[src/rtl/mbt_pkg.sv]
// Shared constants and types for the Modbus/TCP parameter link
`default_nettype none
package mbt_pkg;

  // ==========================================================================
  // Telegram layout
  localparam int          HDR_LEN      = 7;
  localparam int          HDR_LEN_HI   = 4;
  localparam int          HDR_LEN_LO   = 5;
  localparam int          HDR_UNIT     = 6;
  localparam int          PDU_MAX      = 16;
  localparam int          CPDU_MAX     = 6;
  localparam int          RESP_MAX     = 13;
  localparam int          REQ_LEN      = 12;
  localparam int          RSP_DATA     = 9;
  localparam logic [15:0] RD_PDU_LEN   = 16'h0005;
  localparam logic [15:0] LEN_MIN      = 16'h0002;
  localparam logic [15:0] PROTO_MODBUS = 16'h0000;
  localparam logic [15:0] TCP_PORT     = 16'h01F6;
  localparam logic [3:0]  RLEN_EXC     = 4'h9;
  localparam logic [3:0]  RLEN_16      = 4'hB;
  localparam logic [3:0]  RLEN_32      = 4'hD;

  // ==========================================================================
  // Function, count and exception codes
  localparam logic [7:0]  FC_RD        = 8'h03;
  localparam logic [7:0]  FC_WR1       = 8'h06;
  localparam logic [7:0]  FC_WRN       = 8'h10;
  localparam logic [7:0]  FC_RD32      = 8'h64;
  localparam logic [7:0]  FC_WR32      = 8'h65;
  localparam logic [7:0]  EXC_FLAG     = 8'h80;
  localparam logic [7:0]  EXC_FUNC     = 8'h01;
  localparam logic [7:0]  EXC_ADDR     = 8'h02;
  localparam logic [7:0]  EXC_VAL      = 8'h03;
  localparam logic [7:0]  EXC_DEV      = 8'h04;
  localparam logic [7:0]  BC16         = 8'h02;
  localparam logic [7:0]  BC32         = 8'h04;
  localparam logic [15:0] CNT16        = 16'h0001;
  localparam logic [15:0] CNT32        = 16'h0002;

  // ==========================================================================
  // Start address fields
  localparam int          PAR_W        = 12;
  localparam logic [11:0] PAR_MAX      = 12'h63F;
  localparam logic [3:0]  DSET_MAX     = 4'h9;

  // ==========================================================================
  // Timing
  localparam int          CLK_PERIOD_NS  = 4;
  localparam int          MS_NS          = 1000000;
  localparam int          CYC_PER_MS     = MS_NS / CLK_PERIOD_NS;
  localparam logic [15:0] TIMEOUT_MAX_MS = 16'hEA60;

  // ==========================================================================
  // States
  typedef enum logic [2:0] {
    SRV_HDR   = 3'b000,
    SRV_PDU   = 3'b001,
    SRV_CHECK = 3'b010,
    SRV_READ  = 3'b011,
    SRV_BUILD = 3'b100,
    SRV_SEND  = 3'b101
  } srv_state_t;

  typedef enum logic [2:0] {
    CLI_IDLE = 3'b000,
    CLI_SEND = 3'b001,
    CLI_HDR  = 3'b010,
    CLI_PDU  = 3'b011,
    CLI_DONE = 3'b100
  } cli_state_t;

  // ==========================================================================
  // Function code recognised by the server
  function automatic logic fc_known(input logic [7:0] fc);
    fc_known = (fc == FC_RD) || (fc == FC_WR1) || (fc == FC_WRN) ||
               (fc == FC_RD32) || (fc == FC_WR32);
  endfunction : fc_known

endpackage : mbt_pkg
`default_nettype wire

[src/rtl/mbt_link_if.sv]
// Byte stream link between client and server ends
`timescale 1ns/1ns
`default_nettype none
interface mbt_link_if;
  logic       req_valid;
  logic [7:0] req_data;
  logic       req_ready;
  logic       rsp_valid;
  logic [7:0] rsp_data;
  logic       rsp_ready;

  modport client (
    output req_valid,
    output req_data,
    input  req_ready,
    input  rsp_valid,
    input  rsp_data,
    output rsp_ready
  );

  modport server (
    input  req_valid,
    input  req_data,
    output req_ready,
    output rsp_valid,
    output rsp_data,
    input  rsp_ready
  );
endinterface : mbt_link_if
`default_nettype wire

[src/rtl/mbt_server.sv]
// Server end: parses requests, reads parameters, builds responses
// Notes on behaviour
// Header, then function code, then data
// Transaction id echoed unchanged
// Protocol id zero, echoed back
// Length counts bytes after it
// Unit id never evaluated
// Multi-byte fields most significant first
// Codes 3, 6, 16, 100, 101 recognised
// 16-bit read: code 3, count 1
// 16-bit reply: code 3, two bytes
// 32-bit read: code 3, count 2
// 32-bit reply: code 3, four bytes
// Failed read: 0x83 plus exception code
// Dataset top 4 bits, parameter low 12
// Unknown parameter or bad count: code 2
// Wrong data field size: code 3
// Internal read failure: code 4
// Fractional values scaled integers
// Write request layout for code 6
// Port 502, one request at a time
// Timeout without good transfer raises fault
// Reply only after whole request checked
// Reply repeats request function code
`timescale 1ns/1ns
`default_nettype none
module mbt_server #(
  parameter int unsigned CYC_PER_MS = mbt_pkg::CYC_PER_MS
) (
  // Clock and reset
  input  wire logic        i_core_clk,
  input  wire logic        i_rst_n,
  // Link
  mbt_link_if.server       lk,
  // Parameter store
  output logic             o_par_req,
  output logic [15:0]      o_par_addr,
  output logic             o_par_wide,
  input  wire logic        i_par_ack,
  input  wire logic        i_par_err,
  input  wire logic [31:0] i_par_data,
  // Supervision
  input  wire logic [15:0] i_timeout_ms,
  output logic             o_comm_timeout
);
  mbt_pkg::srv_state_t st_q;
  mbt_pkg::srv_state_t st_d;
  logic [3:0]  idx_q;
  logic [3:0]  idx_d;
  logic [7:0]  hdr_q  [mbt_pkg::HDR_LEN];
  logic [7:0]  hdr_d  [mbt_pkg::HDR_LEN];
  logic [7:0]  pdu_q  [mbt_pkg::PDU_MAX];
  logic [7:0]  pdu_d  [mbt_pkg::PDU_MAX];
  logic [7:0]  resp_q [mbt_pkg::RESP_MAX];
  logic [7:0]  resp_d [mbt_pkg::RESP_MAX];
  logic [15:0] rem_q;
  logic [15:0] rem_d;
  logic [15:0] pcnt_q;
  logic [15:0] pcnt_d;
  logic [3:0]  rlen_q;
  logic [3:0]  rlen_d;
  logic        ok_q;
  logic        ok_d;
  logic [7:0]  code_q;
  logic [7:0]  code_d;
  logic [31:0] val_q;
  logic [31:0] val_d;
  logic        wide_q;
  logic        wide_d;
  logic        req_rdy_q;
  logic        req_rdy_d;
  logic        rsp_vld_q;
  logic        rsp_vld_d;
  logic [7:0]  rsp_dat_q;
  logic [7:0]  rsp_dat_d;
  logic        par_req_q;
  logic        par_req_d;
  logic [15:0] par_addr_q;
  logic [15:0] par_addr_d;
  logic        good_q;
  logic        good_d;
  logic        take;
  logic [15:0] hdr_len;
  logic [15:0] st_addr;
  logic [15:0] reg_cnt;
  logic [31:0] val_al;

  assign take    = req_rdy_q && lk.req_valid;
  assign hdr_len = {hdr_q[mbt_pkg::HDR_LEN_HI], hdr_q[mbt_pkg::HDR_LEN_LO]};
  assign st_addr = {pdu_q[1], pdu_q[2]};
  assign reg_cnt = {pdu_q[3], pdu_q[4]};
  assign val_al  = wide_q ? val_q : {val_q[15:0], 16'h0000};

  // ==========================================================================
  // Request parsing and response building
  always_comb begin
    st_d       = st_q;
    idx_d      = idx_q;
    hdr_d      = hdr_q;
    pdu_d      = pdu_q;
    resp_d     = resp_q;
    rem_d      = rem_q;
    pcnt_d     = pcnt_q;
    rlen_d     = rlen_q;
    ok_d       = ok_q;
    code_d     = code_q;
    val_d      = val_q;
    wide_d     = wide_q;
    req_rdy_d  = req_rdy_q;
    rsp_vld_d  = rsp_vld_q;
    rsp_dat_d  = rsp_dat_q;
    par_req_d  = 1'b0;
    par_addr_d = par_addr_q;
    good_d     = 1'b0;
    case (st_q)
      mbt_pkg::SRV_HDR: begin
        if (take) begin
          hdr_d[idx_q[2:0]] = lk.req_data;
          if (idx_q == 4'(mbt_pkg::HDR_LEN - 1)) begin
            idx_d  = 4'h0;
            pcnt_d = 16'h0000;
            if (hdr_len >= mbt_pkg::LEN_MIN) begin
              rem_d = hdr_len - 16'h0001;
              st_d  = mbt_pkg::SRV_PDU;
            end
          end else begin
            idx_d = idx_q + 4'h1;
          end
        end
      end
      mbt_pkg::SRV_PDU: begin
        if (take) begin
          if (pcnt_q < 16'(mbt_pkg::PDU_MAX)) begin
            pdu_d[pcnt_q[3:0]] = lk.req_data;
          end
          pcnt_d = pcnt_q + 16'h0001;
          rem_d  = rem_q - 16'h0001;
          if (rem_q == 16'h0001) begin
            req_rdy_d = 1'b0;
            st_d      = mbt_pkg::SRV_CHECK;
          end
        end
      end
      mbt_pkg::SRV_CHECK: begin
        ok_d   = 1'b0;
        wide_d = (reg_cnt == mbt_pkg::CNT32);
        st_d   = mbt_pkg::SRV_BUILD;
        if (pdu_q[0] != mbt_pkg::FC_RD) begin
          code_d = mbt_pkg::fc_known(pdu_q[0]) ? mbt_pkg::EXC_DEV : mbt_pkg::EXC_FUNC;
        end else if (pcnt_q != mbt_pkg::RD_PDU_LEN) begin
          code_d = mbt_pkg::EXC_VAL;
        end else if ((reg_cnt != mbt_pkg::CNT16) && (reg_cnt != mbt_pkg::CNT32)) begin
          code_d = mbt_pkg::EXC_ADDR;
        end else if ((st_addr[mbt_pkg::PAR_W-1:0] > mbt_pkg::PAR_MAX) ||
                     (st_addr[15:mbt_pkg::PAR_W] > mbt_pkg::DSET_MAX)) begin
          code_d = mbt_pkg::EXC_ADDR;
        end else begin
          par_req_d  = 1'b1;
          par_addr_d = st_addr;
          st_d       = mbt_pkg::SRV_READ;
        end
      end
      mbt_pkg::SRV_READ: begin
        if (i_par_ack) begin
          ok_d   = !i_par_err;
          code_d = mbt_pkg::EXC_DEV;
          val_d  = i_par_data;
          st_d   = mbt_pkg::SRV_BUILD;
        end
      end
      mbt_pkg::SRV_BUILD: begin
        for (int b = 0; b < 4; b++) begin
          resp_d[b] = hdr_q[b];
        end
        resp_d[mbt_pkg::HDR_LEN_HI] = 8'h00;
        resp_d[mbt_pkg::HDR_UNIT]   = hdr_q[mbt_pkg::HDR_UNIT];
        for (int b = 0; b < 4; b++) begin
          resp_d[mbt_pkg::RSP_DATA + b] = val_al[8 * (3 - b) +: 8];
        end
        if (ok_q) begin
          resp_d[7] = pdu_q[0];
          resp_d[8] = wide_q ? mbt_pkg::BC32 : mbt_pkg::BC16; // see R9
          rlen_d    = wide_q ? mbt_pkg::RLEN_32 : mbt_pkg::RLEN_16;
        end else begin
          resp_d[7] = pdu_q[0] | mbt_pkg::EXC_FLAG;
          resp_d[8] = code_q;
          rlen_d    = mbt_pkg::RLEN_EXC;
        end
        resp_d[mbt_pkg::HDR_LEN_LO] = {4'h0, rlen_d - 4'(mbt_pkg::HDR_LEN - 1)};
        rsp_vld_d = 1'b1;
        rsp_dat_d = hdr_q[0];
        idx_d     = 4'h0;
        good_d    = ok_q;
        st_d      = mbt_pkg::SRV_SEND;
      end
      mbt_pkg::SRV_SEND: begin
        if (rsp_vld_q && lk.rsp_ready) begin
          if (idx_q == rlen_q - 4'h1) begin
            rsp_vld_d = 1'b0;
            req_rdy_d = 1'b1;
            idx_d     = 4'h0;
            st_d      = mbt_pkg::SRV_HDR;
          end else begin
            idx_d     = idx_q + 4'h1;
            rsp_dat_d = resp_q[idx_q + 4'h1];
          end
        end
      end
      default: begin
        st_d      = mbt_pkg::SRV_HDR;
        idx_d     = 4'h0;
        req_rdy_d = 1'b1;
        rsp_vld_d = 1'b0;
      end
    endcase
  end

  always_ff @(posedge i_core_clk or negedge i_rst_n) begin
    if (!i_rst_n) begin
      st_q       <= mbt_pkg::SRV_HDR;
      idx_q      <= 4'h0;
      hdr_q      <= '{default: 8'h00};
      pdu_q      <= '{default: 8'h00};
      resp_q     <= '{default: 8'h00};
      rem_q      <= 16'h0000;
      pcnt_q     <= 16'h0000;
      rlen_q     <= 4'h0;
      ok_q       <= 1'b0;
      code_q     <= 8'h00;
      val_q      <= 32'h0000_0000;
      wide_q     <= 1'b0;
      req_rdy_q  <= 1'b1;
      rsp_vld_q  <= 1'b0;
      rsp_dat_q  <= 8'h00;
      par_req_q  <= 1'b0;
      par_addr_q <= 16'h0000;
      good_q     <= 1'b0;
    end else begin
      st_q       <= st_d;
      idx_q      <= idx_d;
      hdr_q      <= hdr_d;
      pdu_q      <= pdu_d;
      resp_q     <= resp_d;
      rem_q      <= rem_d;
      pcnt_q     <= pcnt_d;
      rlen_q     <= rlen_d;
      ok_q       <= ok_d;
      code_q     <= code_d;
      val_q      <= val_d;
      wide_q     <= wide_d;
      req_rdy_q  <= req_rdy_d;
      rsp_vld_q  <= rsp_vld_d;
      rsp_dat_q  <= rsp_dat_d;
      par_req_q  <= par_req_d;
      par_addr_q <= par_addr_d;
      good_q     <= good_d;
    end
  end

  // ==========================================================================
  // Timeout supervision
  mbt_timeout_mon #(
    .CYC_PER_MS (CYC_PER_MS)
  ) mbt_timeout_mon_inst (
    .i_core_clk (i_core_clk),
    .i_rst_n    (i_rst_n),
    .i_good     (good_q),
    .i_limit_ms (i_timeout_ms),
    .o_fault    (o_comm_timeout)
  );

  assign lk.req_ready = req_rdy_q;
  assign lk.rsp_valid = rsp_vld_q;
  assign lk.rsp_data  = rsp_dat_q;
  assign o_par_req    = par_req_q;
  assign o_par_addr   = par_addr_q;
  assign o_par_wide   = wide_q;
endmodule : mbt_server
`default_nettype wire

[src/rtl/mbt_timeout_mon.sv]
// Communication timeout monitor
`timescale 1ns/1ns
`default_nettype none
module mbt_timeout_mon #(
  parameter int unsigned CYC_PER_MS = mbt_pkg::CYC_PER_MS
) (
  // Clock and reset
  input  wire logic        i_core_clk,
  input  wire logic        i_rst_n,
  // Control
  input  wire logic        i_good,
  input  wire logic [15:0] i_limit_ms,
  // Status
  output logic             o_fault
);
  localparam int CW = $clog2(CYC_PER_MS + 1);

  logic [CW-1:0] cyc_q;
  logic [CW-1:0] cyc_d;
  logic [15:0]   ms_q;
  logic [15:0]   ms_d;
  logic          fault_q;
  logic          fault_d;

  // ==========================================================================
  // Millisecond counting since last good transfer
  always_comb begin
    cyc_d   = cyc_q;
    ms_d    = ms_q;
    fault_d = fault_q;
    if (i_limit_ms == 16'h0000) begin
      cyc_d   = '0;
      ms_d    = 16'h0000;
      fault_d = 1'b0;
    end else if (i_good) begin
      cyc_d   = '0;
      ms_d    = 16'h0000;
      fault_d = 1'b0;
    end else if (!fault_q) begin
      if (cyc_q == CW'(CYC_PER_MS - 1)) begin
        cyc_d = '0;
        ms_d  = ms_q + 16'h0001;
        if (ms_q + 16'h0001 >= i_limit_ms) begin
          fault_d = 1'b1;
        end
      end else begin
        cyc_d = cyc_q + CW'(1);
      end
    end
  end

  always_ff @(posedge i_core_clk or negedge i_rst_n) begin
    if (!i_rst_n) begin
      cyc_q   <= '0;
      ms_q    <= 16'h0000;
      fault_q <= 1'b0;
    end else begin
      cyc_q   <= cyc_d;
      ms_q    <= ms_d;
      fault_q <= fault_d;
    end
  end

  assign o_fault = fault_q;
endmodule : mbt_timeout_mon
`default_nettype wire

[src/flat_wrapper.sv]
// flat-port wrapper written by rule: the top's interface ports become plain ports
module mbt_server_flat 
#(
  parameter int unsigned CYC_PER_MS = mbt_pkg::CYC_PER_MS
)
  (i_core_clk, i_rst_n, o_par_req, o_par_addr, o_par_wide, i_par_ack, i_par_err, i_par_data, i_timeout_ms, o_comm_timeout, lk_req_valid, lk_req_data, lk_req_ready, lk_rsp_valid, lk_rsp_data, lk_rsp_ready);
  mbt_link_if lk_i ();
  input  wire logic i_core_clk;
  input  wire logic i_rst_n;
  output logic o_par_req;
  output logic [15:0] o_par_addr;
  output logic o_par_wide;
  input  wire logic i_par_ack;
  input  wire logic i_par_err;
  input  wire logic [31:0] i_par_data;
  input  wire logic [15:0] i_timeout_ms;
  output logic o_comm_timeout;
  input wire logic [$bits(lk_i.req_valid)-1:0] lk_req_valid;
  input wire logic [$bits(lk_i.req_data)-1:0] lk_req_data;
  output wire logic [$bits(lk_i.req_ready)-1:0] lk_req_ready;
  output wire logic [$bits(lk_i.rsp_valid)-1:0] lk_rsp_valid;
  output wire logic [$bits(lk_i.rsp_data)-1:0] lk_rsp_data;
  input wire logic [$bits(lk_i.rsp_ready)-1:0] lk_rsp_ready;
  assign lk_i.req_valid = lk_req_valid;
  assign lk_i.req_data = lk_req_data;
  assign lk_req_ready = lk_i.req_ready;
  assign lk_rsp_valid = lk_i.rsp_valid;
  assign lk_rsp_data = lk_i.rsp_data;
  assign lk_i.rsp_ready = lk_rsp_ready;
  mbt_server #(.CYC_PER_MS(CYC_PER_MS)) u_core (.i_core_clk(i_core_clk), .i_rst_n(i_rst_n), .lk(lk_i), .o_par_req(o_par_req), .o_par_addr(o_par_addr), .o_par_wide(o_par_wide), .i_par_ack(i_par_ack), .i_par_err(i_par_err), .i_par_data(i_par_data), .i_timeout_ms(i_timeout_ms), .o_comm_timeout(o_comm_timeout));
endmodule
[config.mk]
export PLATFORM = sky130hd
export DESIGN_NAME = mbt_server_flat
export DESIGN_NICKNAME = d
export VERILOG_FILES = /design/src/rtl/mbt_pkg.sv /design/src/rtl/mbt_link_if.sv /design/src/rtl/mbt_server.sv /design/src/rtl/mbt_timeout_mon.sv /design/src/flat_wrapper.sv
export SDC_FILE = /design/constraint.sdc
export NUM_CORES = 1
export LEC_CHECK = 0
export ABC_AREA = 1
export BUFFER_PORTS_ARGS = -buffer_cell sky130_fd_sc_hd__buf_2
export CAP_MARGIN = 20
export CELL_PAD_IN_SITES_DETAIL_PLACEMENT = 1
export CELL_PAD_IN_SITES_GLOBAL_PLACEMENT = 1
export CORE_ASPECT_RATIO = 1.2
export CORE_MARGIN = 2
export CORE_UTILIZATION = 46
export CTS_BUF_LIST = sky130_fd_sc_hd__clkbuf_16
export CTS_CLUSTER_DIAMETER = 60
export DETAILED_ROUTE_END_ITERATION = 8
export PLACE_DENSITY_LB_ADDON = 0.1
export SLEW_MARGIN = 20
export SYNTH_ARGS = -nofsm -noshare
export SYNTH_HDL_FRONTEND = slang
export SYNTH_HIERARCHICAL = 1
export SYNTH_SLANG_ARGS = --single-unit
[constraint.sdc]
create_clock -name i_core_clk -period 2.7 [get_ports i_core_clk]
set_input_delay 0.27 -clock i_core_clk [delete_from_list [all_inputs] [get_ports i_core_clk]]
set_output_delay 0.27 -clock i_core_clk [all_outputs]
set_load 0.05 [all_outputs]
### After elaboration in Yosys (flattened, before gate mapping)

Index checks and enable logic that the tools add are counted.

* register bits after elaboration: 424
* input port bits: 62
* output and inout bits: 29
* logic and storage cells: 226

* $add $sub $neg: 8
* $lt $le $gt $ge: 10
* equal/unequal tests: 30
* multiplexer cells: 81
* bitwise logic cells: 10
* reduce and logical (&&, ||, !) cells: 34

Operators by type and width (number)
* 16-bit two-way mux: 12
* 128-bit bitwise mux: 1
* 8-bit two-way mux: 11
* 18-bit two-way mux: 4
* 16-bit one-hot mux with 2 select lines: 2
* 56-bit bitwise mux: 1
* 3-bit two-way mux: 15
* 16-bit by 1-bit adder with 16-bit output (second input constant): 2
* 8-bit binary-select mux with 4-bit select: 1
* 8-bit demux with 4-bit select: 1
* 32-bit two-way mux: 1
* 8-bit one-hot mux with 2 select lines: 2
* 16-bit by 1-bit subtractor with 16-bit output (second input constant): 2
* 8-bit demux with 3-bit select: 1
* 4-bit two-way mux: 6
* 18-bit by 1-bit adder with 18-bit output (second input constant): 1
* 18-bit == test (second input constant): 1
* 1-bit two-way mux: 18
* 3-bit one-hot mux with 6 select lines: 1
* 16-bit by 1-bit == test with 1-bit output (second input constant): 1
* 16-bit by 2-bit == test with 1-bit output (second input constant): 1
* 8-bit by 7-bit == test with 1-bit output (second input constant): 2
* 16-bit greater-or-equal comparator: 1
* 16-bit by 2-bit greater-or-equal comparator with 1-bit output (second input constant): 1
* 46 further kinds: 84

### Depth between registers and ports, before layout

Gate-level depths: netlist (run 1).

* depth in word-level cells: 8
* mapped depth: 17

### Modules after synthesis

Netlist (run 1), hierarchy kept.

Modules (own cells, without submodules)
* mbt_server: instances 1, cells an instance 1780, area each 14077.3 sq um, sequential area each 7233.2 sq um
* mbt_timeout_mon: instances 1, cells an instance 404, area each 2723.9 sq um, sequential area each 875.8 sq um

### Worst setup path before layout (run 1)

Ideal clock, no wire load.

* kind: register to register
* start point: reg u_core.idx_q[0]
* end point: reg u_core.rsp_dat_q[3] (netlist: u_core/lk.rsp_data[3])
* arrival time: 2192 ps
* required time: 2634 ps
* slack: 442 ps
* cell stages (with the launch flop): 16
* path through: dfrtp_1 > clkinv_1 > clkbuf_1 > ha_1 > clkbuf_1 > inv_1 > nor2_2 > buf_2 > nand2_1 > o21ai_0 > nand2_1 > nand2_1 > nand3_1 > nand2_1 > nand2_1 > nand2_1

* word-level cells in the longest chain between the ends: 8
* elaborated cells on any way between the ends: 11
* those cells by class: add/sub: 1; eq/ne: 2; mux: 6; bitwise: 1; reduce/logical: 1

RTL lines
* start: declaration: line mbt_server.sv:48 `logic [3:0] idx_q;`
* start signal: assignment: line mbt_server.sv:240 `idx_q <= idx_d;`
* 4-bit by 1-bit adder with 4-bit output: line mbt_server.sv:205 `rsp_dat_d = resp_q[idx_q + 4'h1];`
* 4-bit inverter with 5-bit output (not written as such): line mbt_server.sv:205
* 8-bit binary-select mux with 4-bit select: line mbt_server.sv:205
* 8-bit two-way mux (not written as such) (2 in a row): line mbt_server.sv:205
* 8-bit two-way mux: line mbt_server.sv:198 `if (idx_q == rlen_q - 4'h1) begin`
* 8-bit two-way mux: line mbt_server.sv:197 `if (rsp_vld_q && lk.rsp_ready) begin`
* 8-bit one-hot mux with 2 select lines: line mbt_server.sv:115 `case (st_q)`
* end signal: assignment: line mbt_server.sv:253 `rsp_dat_q <= rsp_dat_d;`
* end: declaration: line mbt_server.sv:74 `logic [7:0] rsp_dat_q;`

Several ways; a longest one is shown, not always the timed one. The select of a mux whose other input is x is not followed.
A chain may end at the register's enable or synchronous reset.

### Worst setup path after layout (run 1)

* start point: reg u_core.mbt_timeout_mon_inst.ms_q[0]
* end point: reg u_core.mbt_timeout_mon_inst.fault_q (netlist: u_core/mbt_timeout_mon_inst/o_fault)

* word-level cells in the longest chain between the ends: 7

RTL lines
* start: declaration: line mbt_timeout_mon.sv:20 `logic [15:0] ms_q;`
* start signal: assignment: line mbt_timeout_mon.sv:59 `ms_q <= ms_d;`
* 16-bit by 1-bit adder with 16-bit output: line mbt_timeout_mon.sv:43 `if (ms_q + 16'h0001 >= i_limit_ms) begin`
* 16-bit greater-or-equal comparator: line mbt_timeout_mon.sv:43
* 1-bit two-way mux: line mbt_timeout_mon.sv:43
* 1-bit two-way mux: line mbt_timeout_mon.sv:40 `if (cyc_q == CW'(CYC_PER_MS - 1)) begin`
* 1-bit two-way mux: line mbt_timeout_mon.sv:39 `end else if (!fault_q) begin`
* 1-bit two-way mux: line mbt_timeout_mon.sv:35 `end else if (i_good) begin`
* 1-bit two-way mux: line mbt_timeout_mon.sv:31 `if (i_limit_ms == 16'h0000) begin`
* net u_core.mbt_timeout_mon_inst.fault_d: line mbt_timeout_mon.sv:23 `logic fault_d;`
* end signal: assignment: line mbt_timeout_mon.sv:60 `fault_q <= fault_d;`
* end: declaration: line mbt_timeout_mon.sv:22 `logic fault_q;`

The timed path passes the listed nets, and every way through them passes these cells.

==> run metrics, run 1 <==
fin crit period 2.41 ns; Final Util 0.532; post-synthesis register bit count 324; diode count 0; I/O Buffers 90; Area contributors post-synth dfrtp_1 (48%), nand2_1 (17%), o21ai_0 (6.1%); Final Skew 0.0166 ns; pwr/cell area 831 nW/µm²; share of the synthesized area in the top cell type 0.481; DIE HEIGHT 213 µm; post-synthesis sequential area ratio 0.483; Mapped Area 16800 µm²; XOR/XNOR share of the synthesized area 0.0151; H-tree levels 2; clock transition at the registers of the reported paths 0.06 ns; cts hold-fix bufs 34; final hold vios 0; Compound-Gate Fraction of Synth Area 0.0931; CTS Buffer Depth 3; vias in the first global route 15700; Post-DRT Antenna Nets 0; All-Layer GR Usage 0.263; total grt overflow 0; Crit. End Element flop; routed len/inst 17.3 µm; Synth-to-Final Area Change 13.8%; post-synth top area cell dfrtp_1; Crit path required time 3.11 ns; Avg Inst Size Synth 7.69 µm²; WP data arrival 2.82 ns; DR iter-0 viols 646; number of library cell types mapped by synthesis 48; share of layout cells above drive strength 1 0.108; outcome finished clean; total length of routed wires 48200 µm; postcts setup bufs 0; CTS buffer count 36; async set or reset register ratio after synthesis 1.00; CTS tree built; Core Area 35900 µm²; Sink Count 324; Site Rows 76; Synth Area in Adders 0.0231; Worst Path Max Fanout 5; Max Cap Viol 0; RSZ-0062 raised after global routing false; initial antenna violation count 1; Via Count 14700; CTS root buf clkbuf_16; largest family of logic cells by synthesized area simple AND/OR/NAND/NOR gates; die area 38100 µm²; number of synthesized flops with an enable pin 0; io pins 91; setup TNS 0 ns; Final HPWL DP 33000 µm; Startpoint Class flop; Tightest Pin Transition 0.881 ns; type of the worst setup path flop to flop; Final nets 2387; Post-Synth Simple-Gate Area 0.288; Leakage Power 9.85 nW; drt pass-1 iters 5; Slew Viols, Final 0; post-cts sizing count 0; starting density of the core 0.467; Fillers 4519; clk_lat worst skew 0.54 ns; final period utilization 0.891; flop2flop setup slack 0.29 ns; pin count of the biggest net entering global routing 142; VDD IR max 0.000603 V; overall power 15.9 mW; first-pass GRT wire length 79800 µm; Main synth FF type dfrtp_1; achievable clock frequency 0.416 GHz; RD Place Congestion 0.860; number of setup violations in the final report 0; post-synthesis mux area share 0.0214; YS warnings 6; Die Wd 178 µm; cell count after synthesis 2184; slew margin rel. 0.411; Hold Crit Class input pin to flop; drc violations 0; vias per std cell 5.28; syn_nets 2277
final cells by class:
cell class	count	area, µm²	area share
clock buffer	37	926	0.0484
clock inverter	26	180	0.00942
inverter	233	875	0.0457
multi-input combinational	1551	7410	0.388
sequential	324	8110	0.424
tap	468	586	0.0306
timing repair buffer	148	1030	0.0539
report_power, final:
part,internal [mW],switching [mW],total [mW]
sequential,5.81,0.803,6.61
clock,2.68,2.01,4.69
combinational,1.50,3.09,4.60
total,9.99,5.90,15.9
logic make-up (layout without fill, tap and decap cells):
family	count (synthesis)	in the layout
flops	324	324
compound gates	290	290
mux	32	32
simple gates	1169	1169
buf+inv	309	444
xor+xnor	29	29
fa+ha+maj	31	31
state kept, by name (all words and copies together) (netlist names), 3 cells and up:
| register | flops |
|---|---|
| u_core/hdr_len | 16 |
| u_core/mbt_timeout_mon_inst/ms_q | 16 |
| u_core/rem_q | 16 |
| u_core/mbt_timeout_mon_inst/cyc_q | 18 |
| u_core/val_q | 32 |
| u_core/o_par_addr | 16 |
| u_core/pdu_q | 40 |
| u_core/pcnt_q | 16 |
| u_core/lk.rsp_data | 8 |
| u_core/resp_q | 86 |
| u_core/code_q | 3 |
| u_core/hdr_q | 40 |
| u_core/st_q | 3 |
| u_core/idx_q | 4 |
| u_core/rlen_q | 3 |
synthesized netlist by cell type (all sizes together), types with 3 or more instances:
library cell,count
mux2,32
dfrtp,323
clkinv,3
nand3,137
ha,31
o31ai,4
nand2,752
a21oi,37
o21bai,4
o21ai,219
nand4,22
xnor2,8
buf,52
xor2,21
a31oi,17
or2,3
o211ai,4
nor3,20
inv,230
nor2,230
clkbuf,24
per-layer routing:
metal	wire (µm)	GRT usage	vias up
met5	11	0	-
met4	1230	0.0796	2
met3	1430	0.0312	88
met2	25200	0.479	209
met1	20400	0.326	7309
li1	-	-	7121
per-stage QoR:
| stage | worst slack (ns) | area (µm²) | std cells | hold WS [ns] |
|---|---|---|---|---|
| after floorplan | 0.442 | 16800 | 2184 | -0.0256 |
| after global placement | 0.356 | 17700 | 2690 | 0.244 |
| after detailed placement | 0.289 | 17700 | 2690 | 0.247 |
| after CTS | 0.263 | 19100 | 2787 | 0.0195 |
| after global routing | 0.0692 | 19100 | 2787 | 0.0518 |
| final | 0.294 | 19100 | 2787 | 0.0362 |
worst paths after layout:
kind / from / to / depth (start not counted)
setup / recovery: u_core/mbt_timeout_mon_inst/ms_q[0] / u_core/mbt_timeout_mon_inst/o_fault / 16
hold / removal: lk_req_data[6] / u_core/pdu_q[126] / 3
setup reg to reg: u_core/mbt_timeout_mon_inst/ms_q[0] / u_core/mbt_timeout_mon_inst/o_fault / 16
hold reg to reg: u_core/code_q[1] / u_core/code_q[1] / 2
max in group asynchronous: i_rst_n / u_core/pdu_q[116] / 3
min in group asynchronous: i_rst_n / u_core/resp_q[21] / 2
cell usage in the layout (no fill, tap or decap), drive strengths merged:
cell type / Yosys / layout
dfstp: 1 / 1
o22ai: 1 / 1
a31o: 1 / 1
dfrtp: 323 / 323
bufinv: 0 / 2
a31oi: 17 / 17
clkinv: 3 / 19
nand4: 22 / 22
nand3: 137 / 137
buf: 52 / 114
a21o: 1 / 1
xnor2: 8 / 8
dlygate4sd3: 0 / 34
nor3: 20 / 20
o21a: 1 / 1
and2: 2 / 2
o211ai: 4 / 4
nand2: 752 / 752
clkbuf: 24 / 37
inv: 230 / 237
clkinvlp: 0 / 1
xor2: 21 / 21
nor4: 1 / 1
or2: 3 / 3
ha: 31 / 31
o21ai: 219 / 219
o21bai: 4 / 4
mux2: 32 / 32
o31ai: 4 / 4
nor2: 230 / 230
a21oi: 37 / 37
nand3b: 2 / 2
a22oi: 1 / 1
critical path, cell delays in order, from the launching register on:
cell and delay (ns):
dfrtp_1 0.43, ha_1 0.21, nand2_1 0.08, nor2_1 0.28
nand2_1 0.16, nor2_2 0.13, or2_2 0.12, nand2_1 0.07
inv_1 0.07, ha_1 0.22, nand2_1 0.08, o21bai_1 0.10
a21oi_1 0.08, nor2_1 0.09, nand2_1 0.07, nand2_1 0.06
nand2_1 0.04
Power figures use the tool's default switching activity.
==> run 2, diff against run 1 <==
ABC_AREA = unset   (was 1)
CORE_UTILIZATION = 49   (was 46)
==> run metrics, run 2 <==
clock transition at the registers of the reported paths 0.06 ns (about the same); achievable clock frequency 0.392 GHz (-5.7%); Site Rows 72 (-5.3%); type of the worst setup path flop to flop; DIE HEIGHT 201 µm (-6.0%); vias per std cell 5.69 (+7.7%); Hold Crit Class input pin to flop; post-synthesis register bit count 324 (unchanged); fin crit period 2.55 ns (+0.145 ns); Avg Inst Size Synth 10.5 µm² (+37%); share of the synthesized area in the top cell type 0.512 (+0.0308); starting density of the core 0.494 (+0.0263); Post-DRT Antenna Nets 0 (unchanged); Via Count 11800 (-20%); Final HPWL DP 27900 µm (-15%); number of synthesized flops with an enable pin 0 (unchanged); routed len/inst 20.4 µm (+18%); drt pass-1 iters 4 (-1); synth cell count leaders dfrtp_1 (323), nand2_1 (284), mux2_2 (144); total length of routed wires 42200 µm (-13%); worst path buffer plus inverter count 0 (-1); WP data arrival 3.00 ns (+0.18 ns); CTS tree built; Final Skew 0.0169 ns (+0.000333 ns); Largest register FFs 86 (unchanged); cell count after synthesis 1499 (-31%); Main synth FF type dfrtp_1; CP peak stage delay 0.42 ns (about the same); Met1 Routed Length 17800 µm (-13%); die area 33700 µm² (-12%); H-tree levels 2 (unchanged); drc violations 0 (unchanged); VDD IR max 0.000593 V (-1.7%); RSZ-0062 raised after global routing false; vias in the first global route 12800 (-19%); final hold vios 0 (unchanged); initial antenna violation count 0 (-1); Fillers 3449 (-24%); Final Util 0.575 (+0.0432); Worst Path Max Fanout 5 (unchanged); most frequent cells in the layout dfrtp_1 (323), nand2_1 (284), mux2_2 (144); All-Layer GR Usage 0.256 (-0.00641); Setup WS post-layout 0.148 ns (-0.145 ns); Tightest Pin Transition 0.865 ns (-0.0161 ns); Worst path slowest cell dfrtp_1; CTS Buffer Depth 3 (unchanged); CTS buffer count 37 (+2.8%); clk_lat worst skew 0.54 ns (about the same); Area contributors post-synth dfrtp_1 (51%), mux2_2 (10%), nand2_1 (6.8%); Mapped Area 15800 µm² (-6.0%); pwr/cell area 709 nW/µm² (-15%); Synth-to-Final Area Change 16.5%; most frequent cell after synthesis dfrtp_1; I/O Buffers 90 (unchanged); Top delay family on crit path simple AND/OR/NAND/NOR gates; pin count of the biggest net entering global routing 94 (-34%); final period utilization 0.945 (+0.0538); Die Wd 168 µm (-5.9%); io pins 91 (unchanged); share of layout cells above drive strength 1 0.232 (+0.123); Max Cap Viol 0 (unchanged); total grt overflow 0 (unchanged); number of library cell types mapped by synthesis 80 (+67%); slew margin rel. 0.421 (+0.0100); Slew Viols, Final 0 (unchanged); WL met2 22500 µm (-11%); commonest non-fill, non-tap cell in the layout dfrtp_1; syn_nets 1592 (-30%); Met3 Wirelength 1120 µm (-22%); overall power 13.0 mW (-18%); YS warnings 6 (unchanged); hold path start i_par_ack; crit-path cells ha_2 -> nand3_2 -> or2_1 -> or3_4 -> xnor2_1 -> ha_1 -> nand4_1 -> nor3_1 -> o21ai_0 -> a31oi_1; Final nets 1730 (-28%); async set or reset register ratio after synthesis 1.00 (unchanged); Core Area 32000 µm² (-11%); post-synth top area cell dfrtp_1; Top reg by flops u_core/resp_q; Crit. End Element flop; RD Place Congestion 0.812 (-5.6%); Crit path required time 3.15 ns (+0.04 ns); number of setup violations in the final report 0 (unchanged); Startpoint Class flop; CTS root buf clkbuf_16; dpl ws 0.184 ns (-0.105 ns); setup TNS 0 ns (unchanged); Highest Signal Layer met4; Top Registers u_core/resp_q x86, u_core/hdr_q x40, u_core/pdu_q x40; first-pass GRT wire length 69000 µm (-14%); DR iter-0 viols 594 (-8.0%); post-synthesis sequential area ratio 0.514 (+0.0309); outcome finished clean; Leakage Power 9.00 nW (-8.6%); crit path from u_core/mbt_timeout_mon_inst/ms_q[0]; Sink Count 324 (unchanged); FF-to-FF Start u_core/mbt_timeout_mon_inst/ms_q[0]; postcts setup bufs 0 (unchanged)
[run 2: changes by cell type in the layout (fill, tap and decap cells not counted), sizes merged, moves of 23 or more]
cell / delta
mux2i: +27
o21ai: -145
inv: -188
nor2: -140
buf: +25
xnor2: +34
nand2: -468
mux2: +120
nand3: -93
nor4: +23
[run 2: cell type report]
| class | count | area (µm²) | share of cell area |
|---|---|---|---|
| multi-input cells | 1062 | 7240 | 0.394 |
| well taps | 407 | 509 | 0.0277 |
| inverters | 39 | 146 | 0.00796 |
| clock buffers | 39 | 976 | 0.0531 |
| repair buffers | 173 | 1240 | 0.0676 |
| flip-flops and latches | 324 | 8110 | 0.441 |
| clock inverters | 26 | 163 | 0.00884 |
| diodes | 1 | 2.50 | 0.000136 |
[run 2: worst paths after layout]
check	end	slack (ns)	cells after the start
min in group asynchronous	u_core/o_par_addr[11]	0.27	2
max in group asynchronous	u_core/hdr_q[37]	1.51	3
min reg2reg	u_core/resp_q[51]	0.46	2
max reg2reg	u_core/mbt_timeout_mon_inst/o_fault	0.15	10
max	u_core/mbt_timeout_mon_inst/o_fault	0.15	10
min	u_core/st_q[1]	0.08	3
[run 2: logic make-up (layout without fill, tap and decap cells)]
logic type / Yosys count / after routing / share of synthesized area
AOI/OAI and AO/OA: 190 / 190 / 0.0746
xor gates and xnor gates: 71 / 71 / 0.0394
adders and majority gates: 31 / 31 / 0.0246
buffers and inverters: 113 / 277 / 0.0296
DFF: 324 / 324 / 0.514
muxes: 190 / 190 / 0.143
other: 0 / 1 / 0
and+or+nand+nor: 580 / 580 / 0.175
[run 2: what timing repair did]
| item | 4_1_cts | 5_1_grt |
|---|---|---|
| endpoints found under the hold margin | 87 | 0 |
| gates resized for setup | 0 | 1 |
| setup endpoints to repair | 0 | 1 |
| hold buffers | 34 | 0 |
[run 2: power by group]
group | switching (mW) | leakage (nW) | internal, mW | total [mW]
registers | 0.338 | 4.33 | 5.16 | 5.50
clock network | 2.04 | 0.592 | 2.72 | 4.76
logic | 1.81 | 4.08 | 0.957 | 2.77
[run 2: worst min-delay path, delay by kind of cell]
| family | cells | cell delay, ns |
|---|---|---|
| buffers and inverters | 2 | 0.19 |
| AOI/OAI and AO/OA | 1 | 0.11 |
[run 2: per-stage QoR]
stage          hold slack, ns  instances  cell area, µm²
2_1_floorplan         -0.0256       1499           15800
3_3_place_gp            0.257       1971           16900
3_5_place_dp            0.255       1971           16900
4_1_cts                0.0589       2070           18400
5_1_grt                0.0815       2070           18400
6_report               0.0778       2071           18400
[run 2: metal layers]
layer  vias to the layer above  track usage
met5                         -            0
met4                         0       0.0649
met3                        53       0.0349
met2                       141        0.463
met1                      6095        0.325
li1                       5502            -
==> run 3, diff against run 2 <==
CELL_PAD_IN_SITES_GLOBAL_PLACEMENT = 2   (was 1)
CORE_UTILIZATION = 41   (was 49)
==> run metrics, run 3 (same netlist as run 2, synthesis figures left out) <==
Setup WS post-layout 0.193 ns (+0.0442 ns); commonest non-fill, non-tap cell in the layout dfrtp_1; All-Layer GR Usage 0.216 (-0.0407); Highest Signal Layer met4; io pins 91 (unchanged); diode count 0 (-1); clk_lat worst skew 0.56 ns (+0.02 ns); CTS root buf clkbuf_16; Area after DPL 17100 µm² (+0.92%); Core Area 37900 µm² (+18%); routed len/inst 19.4 µm (-4.5%); VDD IR max 0.000620 V (+4.5%); first-pass GRT wire length 68400 µm (-0.89%); DIE HEIGHT 219 µm (+9.1%); Final Hold Slack 0.0718 ns (-0.00600 ns); Hold Crit Class input pin to flop; I/O Buffers 90 (unchanged); Crit path required time 3.12 ns (-0.03 ns); achievable clock frequency 0.399 GHz (+1.8%); flop2flop setup slack 0.19 ns (+0.04 ns); total grt overflow 0 (unchanged); Synth-to-Final Area Change 18.4%; slew margin rel. 0.562 (+0.141); pin count of the biggest net entering global routing 67 (-29%); H-tree levels 2 (unchanged); Final Util 0.494 (-0.0812); initial antenna violation count 0 (unchanged); Final nets 1742 (+0.69%); Crit. End Element flop; Post-DRT Antenna Nets 0 (unchanged); Inst Count DP 2054 (+4.2%); clock transition at the registers of the reported paths 0.06 ns (about the same); dpl ws 0.189 ns (+0.00477 ns); starting density of the core 0.417 (-0.0767); Final Skew 0.0249 ns (+0.00798 ns); Worst Path Max Fanout 5 (unchanged); DR iter-0 viols 431 (-27%); Slew Viols, Final 0 (unchanged); fin crit period 2.51 ns (-0.0442 ns); die area 40100 µm² (+19%); outcome finished clean; Fillers 4190 (+21%); number of setup violations in the final report 0 (unchanged); drt pass-1 iters 4 (unchanged); final hold vios 0 (unchanged); Startpoint Class flop; Layout Cells excl Fill 2159 (+4.2%); final period utilization 0.929 (-0.0164); CTS buffer count 39 (+5.4%); drc violations 0 (unchanged); Die Wd 183 µm (+9.1%); share of layout cells above drive strength 1 0.239 (+0.00792); Final HPWL DP 28600 µm (+2.4%); Site Rows 78 (+8.3%); Met1 Routed Length 18700 µm (+5.3%); Largest register FFs 86 (unchanged); Max Cap Viol 0 (unchanged); Leakage Power 9.12 nW (+1.3%); RD Place Congestion 0.783 (-3.5%); total length of routed wires 42000 µm (-0.46%); vias per std cell 5.37 (-5.7%); pwr/cell area 729 nW/µm² (+2.9%); WL met2 21500 µm (-4.6%); Sink Count 324 (unchanged); CTS Buffer Depth 3 (unchanged); vias in the first global route 12600 (-1.5%); final non-filler cell area 18700 µm² (+1.7%); Tightest Pin Transition 0.651 ns (-0.214 ns); WP data arrival 2.93 ns (-0.07 ns); CTS tree built; postcts setup bufs 0 (unchanged); Via Count 11600 (-1.7%); most frequent cells in the layout dfrtp_1 (322), nand2_1 (284), mux2_2 (144); Top Registers u_core/resp_q x86, u_core/hdr_q x40, u_core/pdu_q x40; Met3 Wirelength 951 µm (-15%); Top reg by flops u_core/resp_q; type of the worst setup path flop to flop
## run 3: worst max-delay path, cell delays in order (launching register included)
cell,delay [ns]
dfrtp_1,0.43
ha_2,0.24
nand3_2,0.09
or2_1,0.27
or3_4,0.40
xnor2_1,0.14
ha_1,0.30
a21o_1,0.16
a211oi_1,0.24
a31oi_1,0.11
## run 3: report_power, final
part | internal [mW] | switching [mW] | total [mW] | leakage, nW
combinational | 0.994 | 1.83 | 2.82 | 4.13
sequential | 5.16 | 0.346 | 5.51 | 4.33
clock | 3.15 | 2.15 | 5.30 | 0.665
total | 9.31 | 4.32 | 13.6 | 9.12
## run 3: worst paths after layout
| check | endpoint | from | depth (start not counted) |
|---|---|---|---|
| max | u_core/mbt_timeout_mon_inst/o_fault | u_core/mbt_timeout_mon_inst/ms_q[0] | 9 |
| min | u_core/st_q[1] | i_par_ack | 3 |
| max reg2reg | u_core/mbt_timeout_mon_inst/o_fault | u_core/mbt_timeout_mon_inst/ms_q[0] | 9 |
| min reg2reg | u_core/resp_q[88] | u_core/hdr_q[40] | 2 |
| max in group asynchronous | u_core/resp_q[27] | i_rst_n | 3 |
| min in group asynchronous | u_core/o_par_addr[11] | i_rst_n | 2 |
## run 3: timing repair
action	CTS	global route
hold buffers	34	0
resized for setup	0	2
hold endpoints to repair	90	0
setup endpoints to repair	0	1
## run 3: routing by layer
metal | up-vias | track usage
met5 | - | 0
met1 | 5912 | 0.273
met2 | 110 | 0.389
li1 | 5523 | -
met3 | 47 | 0.0292
met4 | 0 | 0.0552
## run 3: area by class of cell
type / instances / area, µm² / area share
Tap cell: 480 / 601 / 0.0321
Inverter: 39 / 146 / 0.00783
Clock buffer: 41 / 1030 / 0.0549
Timing Repair Buffer: 183 / 1310 / 0.0698
Clock inverter: 30 / 264 / 0.0141
Sequential cell: 324 / 8110 / 0.434
Multi-Input combinational cell: 1062 / 7250 / 0.388
## run 3: per-stage QoR
step                power, mW   TNS, ns
floorplan                7.27         0
global placement         8.36         0
detailed placement       8.40         0
CTS                      13.8         0
global route             14.3  -0.00119
finish                   13.6         0
